===== config.mk =====
export PLATFORM = sky130hd
export DESIGN_NAME = lss_aligner
export DESIGN_NICKNAME = d
export VERILOG_FILES = /design/src/shared/lss_pkg.sv /design/src/logic/lss_aligner.sv
export SDC_FILE = /design/constraint.sdc
export NUM_CORES = 1
export LEC_CHECK = 0
export BUFFER_PORTS_ARGS = -buffer_cell sky130_fd_sc_hd__buf_2
export CORE_AREA = 2 2 82 84
export DETAILED_ROUTE_END_ITERATION = 10
export DIE_AREA = 0 0 84 86
export PLACE_DENSITY = 0.75
export SKIP_LAST_GASP = 1
export SLEW_MARGIN = 30
export SYNTH_ARGS = -nofsm -noshare
export SYNTH_HDL_FRONTEND = slang
export SYNTH_SLANG_ARGS = --single-unit

===== constraint.sdc =====
create_clock -name clock_i -period 7.15 [get_ports clock_i]
set_input_delay 0 -clock clock_i [delete_from_list [all_inputs] [get_ports clock_i]]
set_output_delay 0 -clock clock_i [all_outputs]
set_load 0.005 [all_outputs]

===== src/shared/lss_pkg.sv =====
// Package with register map, field positions, codes and timing counts for the multiframe clock aligner.
package lss_pkg;
  // Register offsets.
  localparam logic [11:0] IRQ_ENABLE_ADDR = 12'h021;
  localparam logic [11:0] IRQ_STATUS_ADDR = 12'h025;
  localparam logic [11:0] ERR_WINDOW_ADDR = 12'h034;
  localparam logic [11:0] SNAP_ERR_ADDR = 12'h038;
  localparam logic [11:0] SNAP_FLAGS_ADDR = 12'h039;
  localparam logic [11:0] CTRL_ADDR = 12'h03a;
  localparam logic [11:0] STATUS_ADDR = 12'h03b;
  localparam logic [11:0] LIVE_ERR_ADDR = 12'h03c;
  localparam logic [11:0] LIVE_FLAGS_ADDR = 12'h03d;
  localparam logic [11:0] GLOBAL_SUBCLASS_ADDR = 12'h301;
  localparam logic [11:0] LINK_SUBCLASS_ADDR = 12'h458;

  // Control register fields.
  localparam int CTRL_ENABLE_BIT = 7;
  localparam int CTRL_ARM_BIT = 6;
  localparam int CTRL_CLR_STICKY_BIT = 5;

  // Status register fields.
  localparam int STAT_BUSY_BIT = 7;
  localparam int STAT_LOCK_BIT = 3;
  localparam int STAT_ROTATE_BIT = 2;
  localparam int STAT_WLIM_BIT = 1;
  localparam int STAT_TRIP_BIT = 0;

  // Live error flag fields (low side and high side).
  localparam int FLAG_LOW_BIT = 6;
  localparam int FLAG_HIGH_BIT = 7;

  // Interrupt event bit positions in enable and status registers.
  localparam int IRQ_LOCK_BIT = 0;
  localparam int IRQ_ROTATE_BIT = 1;
  localparam int IRQ_TRIP_BIT = 2;
  localparam int IRQ_WLIM_BIT = 3;

  // Mode codes.
  localparam logic [3:0] MODE_ONE_SHOT = 4'h1;
  localparam logic [3:0] MODE_CONTINUOUS = 4'h2;
  localparam logic [3:0] MODE_SHOT_MONITOR = 4'h9;

  // Subclass code that selects the external alignment edge.
  localparam logic [2:0] SUBCLASS_ONE = 3'h1;

  // Reset values.
  localparam logic [7:0] REG_RESET = 8'h00;

  // Multiframe length in device clock cycles and the rotation hold-off.
  localparam int LMFC_W = 4;
  localparam logic [LMFC_W-1:0] LMFC_LAST = 4'hf;
  localparam logic [LMFC_W-1:0] LMFC_HALF = 4'h8;
  localparam logic [2:0] ROTATE_HOLD_CYCLES = 3'h4;

  // Aligner states.
  typedef enum logic [1:0] {
    LSS_IDLE = 2'b00,
    LSS_WAIT = 2'b01,
    LSS_ROTATE = 2'b10,
    LSS_MONITOR = 2'b11
  } lss_state_t;
endpackage


===== src/logic/lss_aligner.sv =====
// Multiframe clock aligner with alignment-edge phase check, rotation and status registers.
`timescale 1ns/1ps
`default_nettype none

module lss_aligner (
  // Clock and reset.
  input wire logic clock_i,
  input wire logic sys_rst_i,
  // External alignment pulse pin.
  input wire logic sysref_i,
  // Register access port from the serial interface.
  input wire logic [11:0] reg_addr_i,
  input wire logic [7:0] reg_wdata_i,
  input wire logic reg_wr_i,
  output logic [7:0] reg_rdata_o,
  // Multiframe clock, busy and interrupt outputs.
  output logic lmfc_o,
  output logic align_in_progress_o,
  output logic irq_o
);

  // Register storage.
  logic [3:0] irq_enable_reg;
  logic [3:0] irq_status_reg;
  logic [2:0] phase_tolerance_field_reg;
  logic [7:0] snap_err_reg;
  logic [1:0] snap_flags_reg;
  logic align_enable_reg;
  logic align_arm_reg;
  logic [3:0] align_mode_select_reg;
  logic align_locked_reg;
  logic align_window_exceeded_reg;
  logic align_rotated_sticky_reg;
  logic align_edge_seen_sticky_reg;
  logic [7:0] live_phase_error_low_reg;
  logic [1:0] live_phase_error_reg;
  logic [2:0] global_subclass_reg;
  logic [2:0] link_subclass_reg;
  logic [7:0] rdata_reg;

  // Alignment datapath registers.
  logic sysref_meta_reg;
  logic sysref_sync_reg;
  logic sysref_prev_reg;
  logic [3:0] lmfc_cnt_reg;
  logic [3:0] ref_cnt_reg;
  logic lmfc_pulse_reg;
  logic [2:0] hold_cnt_reg;
  lss_pkg::lss_state_t state_reg;
  lss_pkg::lss_state_t state_next;

  // Write strobes per register.
  wire wr_ctrl_w = reg_wr_i && (reg_addr_i == lss_pkg::CTRL_ADDR);
  wire wr_irq_en_w = reg_wr_i && (reg_addr_i == lss_pkg::IRQ_ENABLE_ADDR);
  wire wr_irq_stat_w = reg_wr_i && (reg_addr_i == lss_pkg::IRQ_STATUS_ADDR);
  wire wr_window_w = reg_wr_i && (reg_addr_i == lss_pkg::ERR_WINDOW_ADDR);
  wire wr_gsub_w = reg_wr_i && (reg_addr_i == lss_pkg::GLOBAL_SUBCLASS_ADDR);
  wire wr_lsub_w = reg_wr_i && (reg_addr_i == lss_pkg::LINK_SUBCLASS_ADDR);
  wire clr_sticky_w = wr_ctrl_w && reg_wdata_i[lss_pkg::CTRL_CLR_STICKY_BIT];
  wire arm_write_w = wr_ctrl_w && reg_wdata_i[lss_pkg::CTRL_ARM_BIT];

  // Alignment edge source: external pin in subclass one, internal divider otherwise.
  wire subclass_one_w = (global_subclass_reg == lss_pkg::SUBCLASS_ONE);
  wire ext_edge_w = sysref_sync_reg && !sysref_prev_reg;
  wire int_edge_w = (ref_cnt_reg == lss_pkg::LMFC_LAST);
  wire align_edge_w = subclass_one_w ? ext_edge_w : int_edge_w;

  // Mode decode.
  wire mode_cont_w = (align_mode_select_reg == lss_pkg::MODE_CONTINUOUS);
  wire mode_mon_w = (align_mode_select_reg == lss_pkg::MODE_SHOT_MONITOR);
  wire mode_shot_w = (align_mode_select_reg == lss_pkg::MODE_ONE_SHOT) || mode_mon_w;

  // Phase error: the counter should read zero on an edge; small values are late, large early.
  wire high_side_w = (lmfc_cnt_reg != 4'h0) && (lmfc_cnt_reg < lss_pkg::LMFC_HALF);
  wire low_side_w = (lmfc_cnt_reg >= lss_pkg::LMFC_HALF);
  wire [3:0] err_mag_w = low_side_w ? 4'(4'h0 - lmfc_cnt_reg) : lmfc_cnt_reg;
  // A zero field allows half a cycle, so any whole-cycle error is already outside it.
  wire exceed_w = (phase_tolerance_field_reg == 3'h0) ? (err_mag_w != 4'h0)
                  : (err_mag_w > {1'b0, phase_tolerance_field_reg});

  // Check and rotation decisions; edges in idle or rotate states are not checked.
  wire check_w = align_edge_w && ((state_reg == lss_pkg::LSS_WAIT) ||
                 (state_reg == lss_pkg::LSS_MONITOR));
  wire rotate_w = check_w && (state_reg == lss_pkg::LSS_WAIT) && exceed_w;
  wire hold_done_w = (hold_cnt_reg == 3'h0);

  // State after a finished check: continuous waits again, monitor watches, one shot stops.
  wire lss_pkg::lss_state_t after_w = mode_cont_w ? lss_pkg::LSS_WAIT
                                     : (mode_mon_w ? lss_pkg::LSS_MONITOR : lss_pkg::LSS_IDLE);

  // Interrupt events raised by each check.
  wire [3:0] irq_event_w = {check_w && !rotate_w && exceed_w, check_w, rotate_w,
                            check_w && (rotate_w || !exceed_w)};

  // Busy: waiting for an armed edge or rotating; a continuous wait is idle-ready.
  assign align_in_progress_o = ((state_reg == lss_pkg::LSS_WAIT) && !mode_cont_w) ||
                               (state_reg == lss_pkg::LSS_ROTATE);
  assign irq_o = |(irq_status_reg & irq_enable_reg);
  assign lmfc_o = lmfc_pulse_reg;
  assign reg_rdata_o = rdata_reg;

  // Sequencer next state.
  always_comb begin
    state_next = state_reg;
    unique case (state_reg)
      lss_pkg::LSS_IDLE: begin
        if (align_enable_reg && (mode_cont_w || (mode_shot_w && align_arm_reg))) begin
          state_next = lss_pkg::LSS_WAIT;
        end
      end
      lss_pkg::LSS_WAIT: begin
        if (!align_enable_reg) begin
          state_next = lss_pkg::LSS_IDLE;
        end else if (rotate_w) begin
          state_next = lss_pkg::LSS_ROTATE;
        end else if (check_w) begin
          state_next = after_w;
        end
      end
      lss_pkg::LSS_ROTATE: begin
        if (hold_done_w) begin
          state_next = align_enable_reg ? after_w : lss_pkg::LSS_IDLE;
        end
      end
      lss_pkg::LSS_MONITOR: begin
        if (!align_enable_reg) begin
          state_next = lss_pkg::LSS_IDLE;
        end else if (align_arm_reg) begin
          state_next = lss_pkg::LSS_WAIT;
        end
      end
    endcase
  end

  // Pin synchroniser; the second and third flops feed the edge detector.
  always_ff @(posedge clock_i) begin
    if (sys_rst_i) begin
      sysref_meta_reg <= 1'b0;
      sysref_sync_reg <= 1'b0;
      sysref_prev_reg <= 1'b0;
    end else begin
      sysref_meta_reg <= sysref_i;
      sysref_sync_reg <= sysref_meta_reg;
      sysref_prev_reg <= sysref_sync_reg;
    end
  end

  // Multiframe counter; a rotation loads one so the next wrap lands a period after the edge.
  always_ff @(posedge clock_i) begin
    if (sys_rst_i) begin
      lmfc_cnt_reg <= 4'h0;
      ref_cnt_reg <= 4'h0;
      lmfc_pulse_reg <= 1'b0;
    end else begin
      ref_cnt_reg <= 4'(ref_cnt_reg + 4'h1);
      lmfc_cnt_reg <= rotate_w ? 4'h1 : 4'(lmfc_cnt_reg + 4'h1);
      lmfc_pulse_reg <= rotate_w || (lmfc_cnt_reg == lss_pkg::LMFC_LAST);
    end
  end

  // Sequencer state and rotation hold-off timer.
  always_ff @(posedge clock_i) begin
    if (sys_rst_i) begin
      state_reg <= lss_pkg::LSS_IDLE;
      hold_cnt_reg <= 3'h0;
    end else begin
      state_reg <= state_next;
      hold_cnt_reg <= rotate_w ? lss_pkg::ROTATE_HOLD_CYCLES
                      : (hold_done_w ? 3'h0 : 3'(hold_cnt_reg - 3'h1));
    end
  end

  // Control and configuration registers; a software arm wins over the self-clear.
  always_ff @(posedge clock_i) begin
    if (sys_rst_i) begin
      align_enable_reg <= 1'b0;
      align_arm_reg <= 1'b0;
      align_mode_select_reg <= lss_pkg::REG_RESET[3:0];
      phase_tolerance_field_reg <= lss_pkg::REG_RESET[2:0];
      irq_enable_reg <= lss_pkg::REG_RESET[3:0];
      global_subclass_reg <= lss_pkg::REG_RESET[2:0];
      link_subclass_reg <= lss_pkg::REG_RESET[2:0];
    end else begin
      if (wr_ctrl_w) begin
        align_enable_reg <= reg_wdata_i[lss_pkg::CTRL_ENABLE_BIT];
        align_mode_select_reg <= reg_wdata_i[3:0];
      end
      if (arm_write_w) begin
        align_arm_reg <= 1'b1;
      end else if (align_edge_w && align_enable_reg) begin
        align_arm_reg <= 1'b0;
      end
      if (wr_window_w) begin
        phase_tolerance_field_reg <= reg_wdata_i[2:0];
      end
      if (wr_irq_en_w) begin
        irq_enable_reg <= reg_wdata_i[3:0];
      end
      if (wr_gsub_w) begin
        global_subclass_reg <= reg_wdata_i[2:0];
      end
      if (wr_lsub_w) begin
        link_subclass_reg <= reg_wdata_i[7:5];
      end
    end
  end

  // Phase check results, live error, snapshots and sticky bits.
  always_ff @(posedge clock_i) begin
    if (sys_rst_i) begin
      align_locked_reg <= 1'b0;
      align_window_exceeded_reg <= 1'b0;
      align_rotated_sticky_reg <= 1'b0;
      align_edge_seen_sticky_reg <= 1'b0;
      live_phase_error_low_reg <= lss_pkg::REG_RESET;
      live_phase_error_reg <= 2'b00;
      snap_err_reg <= lss_pkg::REG_RESET;
      snap_flags_reg <= 2'b00;
    end else begin
      if (check_w) begin
        align_locked_reg <= rotate_w || !exceed_w;
        align_window_exceeded_reg <= exceed_w && !rotate_w;
      end
      if (rotate_w) begin
        live_phase_error_low_reg <= 8'h00;
        live_phase_error_reg <= 2'b00;
        snap_err_reg <= live_phase_error_low_reg;
        snap_flags_reg <= live_phase_error_reg;
      end else if (check_w) begin
        live_phase_error_low_reg <= {4'h0, err_mag_w};
        live_phase_error_reg <= {exceed_w && high_side_w, exceed_w && low_side_w};
      end
      // A set in the same cycle as the clear is kept, so no event is lost.
      if (rotate_w) begin
        align_rotated_sticky_reg <= 1'b1;
      end else if (clr_sticky_w) begin
        align_rotated_sticky_reg <= 1'b0;
      end
      if (check_w) begin
        align_edge_seen_sticky_reg <= 1'b1;
      end else if (clr_sticky_w) begin
        align_edge_seen_sticky_reg <= 1'b0;
      end
    end
  end

  // Interrupt status: write one to clear, a new event in the same cycle stays set.
  always_ff @(posedge clock_i) begin
    if (sys_rst_i) begin
      irq_status_reg <= lss_pkg::REG_RESET[3:0];
    end else begin
      irq_status_reg <= (irq_status_reg & ~(wr_irq_stat_w ? reg_wdata_i[3:0] : 4'h0))
                        | irq_event_w;
    end
  end

  // Read data is registered one cycle after the address; unmapped addresses read zero.
  always_ff @(posedge clock_i) begin
    if (sys_rst_i) begin
      rdata_reg <= lss_pkg::REG_RESET;
    end else begin
      unique case (reg_addr_i)
        lss_pkg::IRQ_ENABLE_ADDR: rdata_reg <= {4'h0, irq_enable_reg};
        lss_pkg::IRQ_STATUS_ADDR: rdata_reg <= {4'h0, irq_status_reg};
        lss_pkg::ERR_WINDOW_ADDR: rdata_reg <= {5'h00, phase_tolerance_field_reg};
        lss_pkg::SNAP_ERR_ADDR: rdata_reg <= snap_err_reg;
        lss_pkg::SNAP_FLAGS_ADDR: rdata_reg <= {snap_flags_reg, 6'h00};
        lss_pkg::CTRL_ADDR: rdata_reg <= {align_enable_reg, align_arm_reg, 2'b00, align_mode_select_reg};
        lss_pkg::STATUS_ADDR: rdata_reg <= {align_in_progress_o, 3'h0, align_locked_reg,
                                            align_rotated_sticky_reg, align_window_exceeded_reg,
                                            align_edge_seen_sticky_reg};
        lss_pkg::LIVE_ERR_ADDR: rdata_reg <= live_phase_error_low_reg;
        lss_pkg::LIVE_FLAGS_ADDR: rdata_reg <= {live_phase_error_reg, 6'h00};
        lss_pkg::GLOBAL_SUBCLASS_ADDR: rdata_reg <= {5'h00, global_subclass_reg};
        lss_pkg::LINK_SUBCLASS_ADDR: rdata_reg <= {link_subclass_reg, 5'h00};
        default: rdata_reg <= 8'h00;
      endcase
    end
  end

endmodule

`default_nettype wire


==> out/metrics.cfg <==
[clock_tree]
clock_latency_ps=350
cts.path.max_buffers=2
cts_tree=yes
cts-root-buf=clkbuf_8
clk_pin_slew_ps=70
cts_made_buffers=9
cts.sinks=63
htreeDepth=3
cts_setup_buffers=0
post_cts_resized=0

[cells_and_area]
drive_gt1_frac=0.154
nNetsFinal=438
areaGrowthSynthToFinish_pct=14.9
nFillCells=577
largest_register_ffs=7
antenna_cells=0

[power_and_ir_drop]
clkPwrFrac=0.429
powerDensity_nw_per_um2=203
cellLeakagePower_nw=1.39
intPower_w=0.000538
seqPwrFrac=0.492
totalPowerFinal_w=0.000729
swShare=0.261
irDropWorstVdd_mv=0.115
comb_power_share=0.079
p_switching_w=0.000190

[yosys]
synthCells=375
synth.area.top_cells=dfxtp_1 40%, mux2i_1 6.1%, a21oi_1 5.0%
synth-edff-count=0
syn_area_per_cell_um2=8.31
ys_warn_count=0
synth_top_area_frac=0.405
synth_top_area_cell=dfxtp_1
yosysSeqAreaShare=0.405
netlist_area_um2=3120
yosysUniqueCellTypes=52
synth-async-reset-ratio=0
synth-main-ff-cell=dfxtp_1
syn_nets=408
synth-seq-cells=63

[route]
via_per_inst=5.80
drc_errors=0
routedWlPerCell_um=15.5
via_count=2825
drt_iter0_markers=215
ant_nets=0
wirelength_mm=7.56
drt_first_pass_iters=4

[floorplan]
fp.dieH_um=86
pin_count=35
rows=29
dieWidth_um=84
core_region_area_um2=6280
start_util=0.497
die-area_um2=7220

[job]
cap_violations=0

[status]
outcome=finished clean

[global_route]
grt_max_degree=51
grt_use_total=0.225
grt_pass1_vias=2696
grt_pass1_wl_mm=12.9
grt_overflow=0
antenna_found_initial=0

[setup_path]
worstSetupStartpointType=flip-flop
rrSetupSlack_ps=3970
reg2reg_to=state_reg[1]$_SDFFE_PP0P_
endpoint_kind=flip-flop
worstSetupPathType=flip-flop to flip-flop
worstPathArrival_ps=3430
reg2reg_from=lmfc_cnt_reg[0]$_SDFF_PP0_
rr_worst_depth=10
path_max_fanout=10
required_ps=7400
critPathLaunch=lmfc_cnt_reg[0]$_SDFF_PP0_

[sta]
clock.fmax_ghz=0.314
layout_min_cycle_time_ps=3180
fin_crit_sh=0.445
tightest_slew_ps=936
max-slew-margin-rel=0.376
rsz0062_at_grt=no
slew_viol_final=0
setup_viol=0
finalHoldViolCount=0
tns_ps=0
skew_ps=14.9
hold_slack_ps=50.0

[placed_design]
port_buffers=32
place.gp.congestion=0.913
dpl.hpwl_mm=5.15

[min_path]
holdCritPathClass=primary input to flip-flop
hold_end=reg_rdata_o[7]$_SDFF_PP0_
worstHoldStart=reg_addr_i[3]
hold_depth=3

[how the worst max path moves through the flow]
| stage | end | slack [ps] | depth (start not counted) |
|---|---|---|---|
| after global placement | state_reg[1]$_SDFFE_PP0P_ | 4060 | 10 |
| after detailed placement | state_reg[1]$_SDFFE_PP0P_ | 3960 | 10 |
| after CTS | state_reg[1]$_SDFFE_PP0P_ | 3970 | 10 |
| final | state_reg[1]$_SDFFE_PP0P_ | 3970 | 10 |
| after global routing | state_reg[1]$_SDFFE_PP0P_ | 3670 | 10 |
| after floorplan | state_reg[1]$_SDFFE_PP0P_ | 4590 | 10 |
[power by group through the flow]
stage	combinational (W)	clock, W	sequential (W)
finish	0.0000575	0.000312	0.000359
CTS	0.0000566	0.000315	0.000359
global route	0.0000639	0.000333	0.000360
global placement	0.0000515	0	0.000367
floorplan	0.0000375	0	0.000366
detailed placement	0.0000529	0	0.000367
[area by class of cell]
type,instances,area [um^2],share of cell area
tap,77,96.3,0.0269
sequential,63,1260,0.352
clock buffer,9,124,0.0346
multi-input combinational,264,1670,0.465
clock inverter,7,72.6,0.0203
timing repair buffer,43,270,0.0755
inverter,24,90.1,0.0252
[cell usage after synthesis, types with 2 or more instances]
cell and n:
dfxtp_1 63, a21oi_1 31, nand2_1 31, nor2_1 30
inv_1 23, nand3_1 21, clkbuf_1 19, mux2i_1 19
o21ai_0 19, nand4_1 12, ha_1 9, mux2_2 9
nand2b_1 7, nor2b_1 7, o31ai_1 7, a31oi_1 6
o22ai_1 5, nor3_1 4, a22oi_1 3, nand3b_1 3
xnor2_1 3, a211oi_1 2, a221oi_1 2, a32oi_1 2
and3_1 2, buf_1 2, buf_4 2, nor3b_1 2
nor4_1 2, nor4b_1 2, o21a_1 2, or3_1 2
or3b_2 2, xor2_1 2
[cells in the final DEF (no fill, tap or decap), types with 9 or more instances in the layout]
cell | netlist | layout
nand3_1 | 21 | 21
mux2_2 | 9 | 9
inv_1 | 23 | 23
clkbuf_8 | 0 | 9
o21ai_0 | 19 | 19
ha_1 | 9 | 9
dfxtp_1 | 63 | 63
a21oi_1 | 31 | 31
dlygate4sd3_1 | 0 | 11
nor2_1 | 30 | 30
nand2_1 | 31 | 31
mux2i_1 | 19 | 19
nand4_1 | 12 | 12
buf_2 | 1 | 32
[logic make-up (layout without fill, tap and decap cells)]
group	count (synthesis)	count (layout)	share of synthesized area
AOI/OAI and AO/OA	85	85	0.163
xor gates and xnor gates	5	5	0.0141
adders and majority gates	9	9	0.0361
buffers and inverters	48	83	0.0606
DFF	63	63	0.405
muxes	28	28	0.0935
other	1	1	0.00120
and+or+nand+nor	136	136	0.227
[per-layer routing]
layer  vias up  wire (um)  GRT usage
met4         0        213      0.122
li1       1386          -          -
met5         -          0          0
met1      1327       3450      0.289
met3        19        422     0.0452
met2        93       3470      0.356
[stage by stage]
step | setup WS [ps] | std cells | utilization | area, um^2
floorplan | 4590 | 375 | - | 3120
global placement | 4060 | 460 | 0.522 | 3270
detailed placement | 3960 | 460 | 0.522 | 3270
CTS | 3970 | 487 | 0.570 | 3580
global route | 3670 | 487 | 0.570 | 3580
finish | 3970 | 487 | 0.570 | 3580
[worst max-delay path: stages, from the launching register on]
cell      delay (ps)
dfxtp_1          430
inv_1            100
ha_1             200
nand2b_1         150
xnor2_1          150
ha_1             330
nand3b_1          90
a32o_1           220
o21ai_1          550
nand3_1          520
a221oi_1         360
[what timing repair did]
item / CTS / global route
endpoints found under the hold margin: 19 / 0
hold buffers: 11 / 0
setup endpoints to repair: 0 / 0
Note: power is estimated with default switching activity, not from simulation.
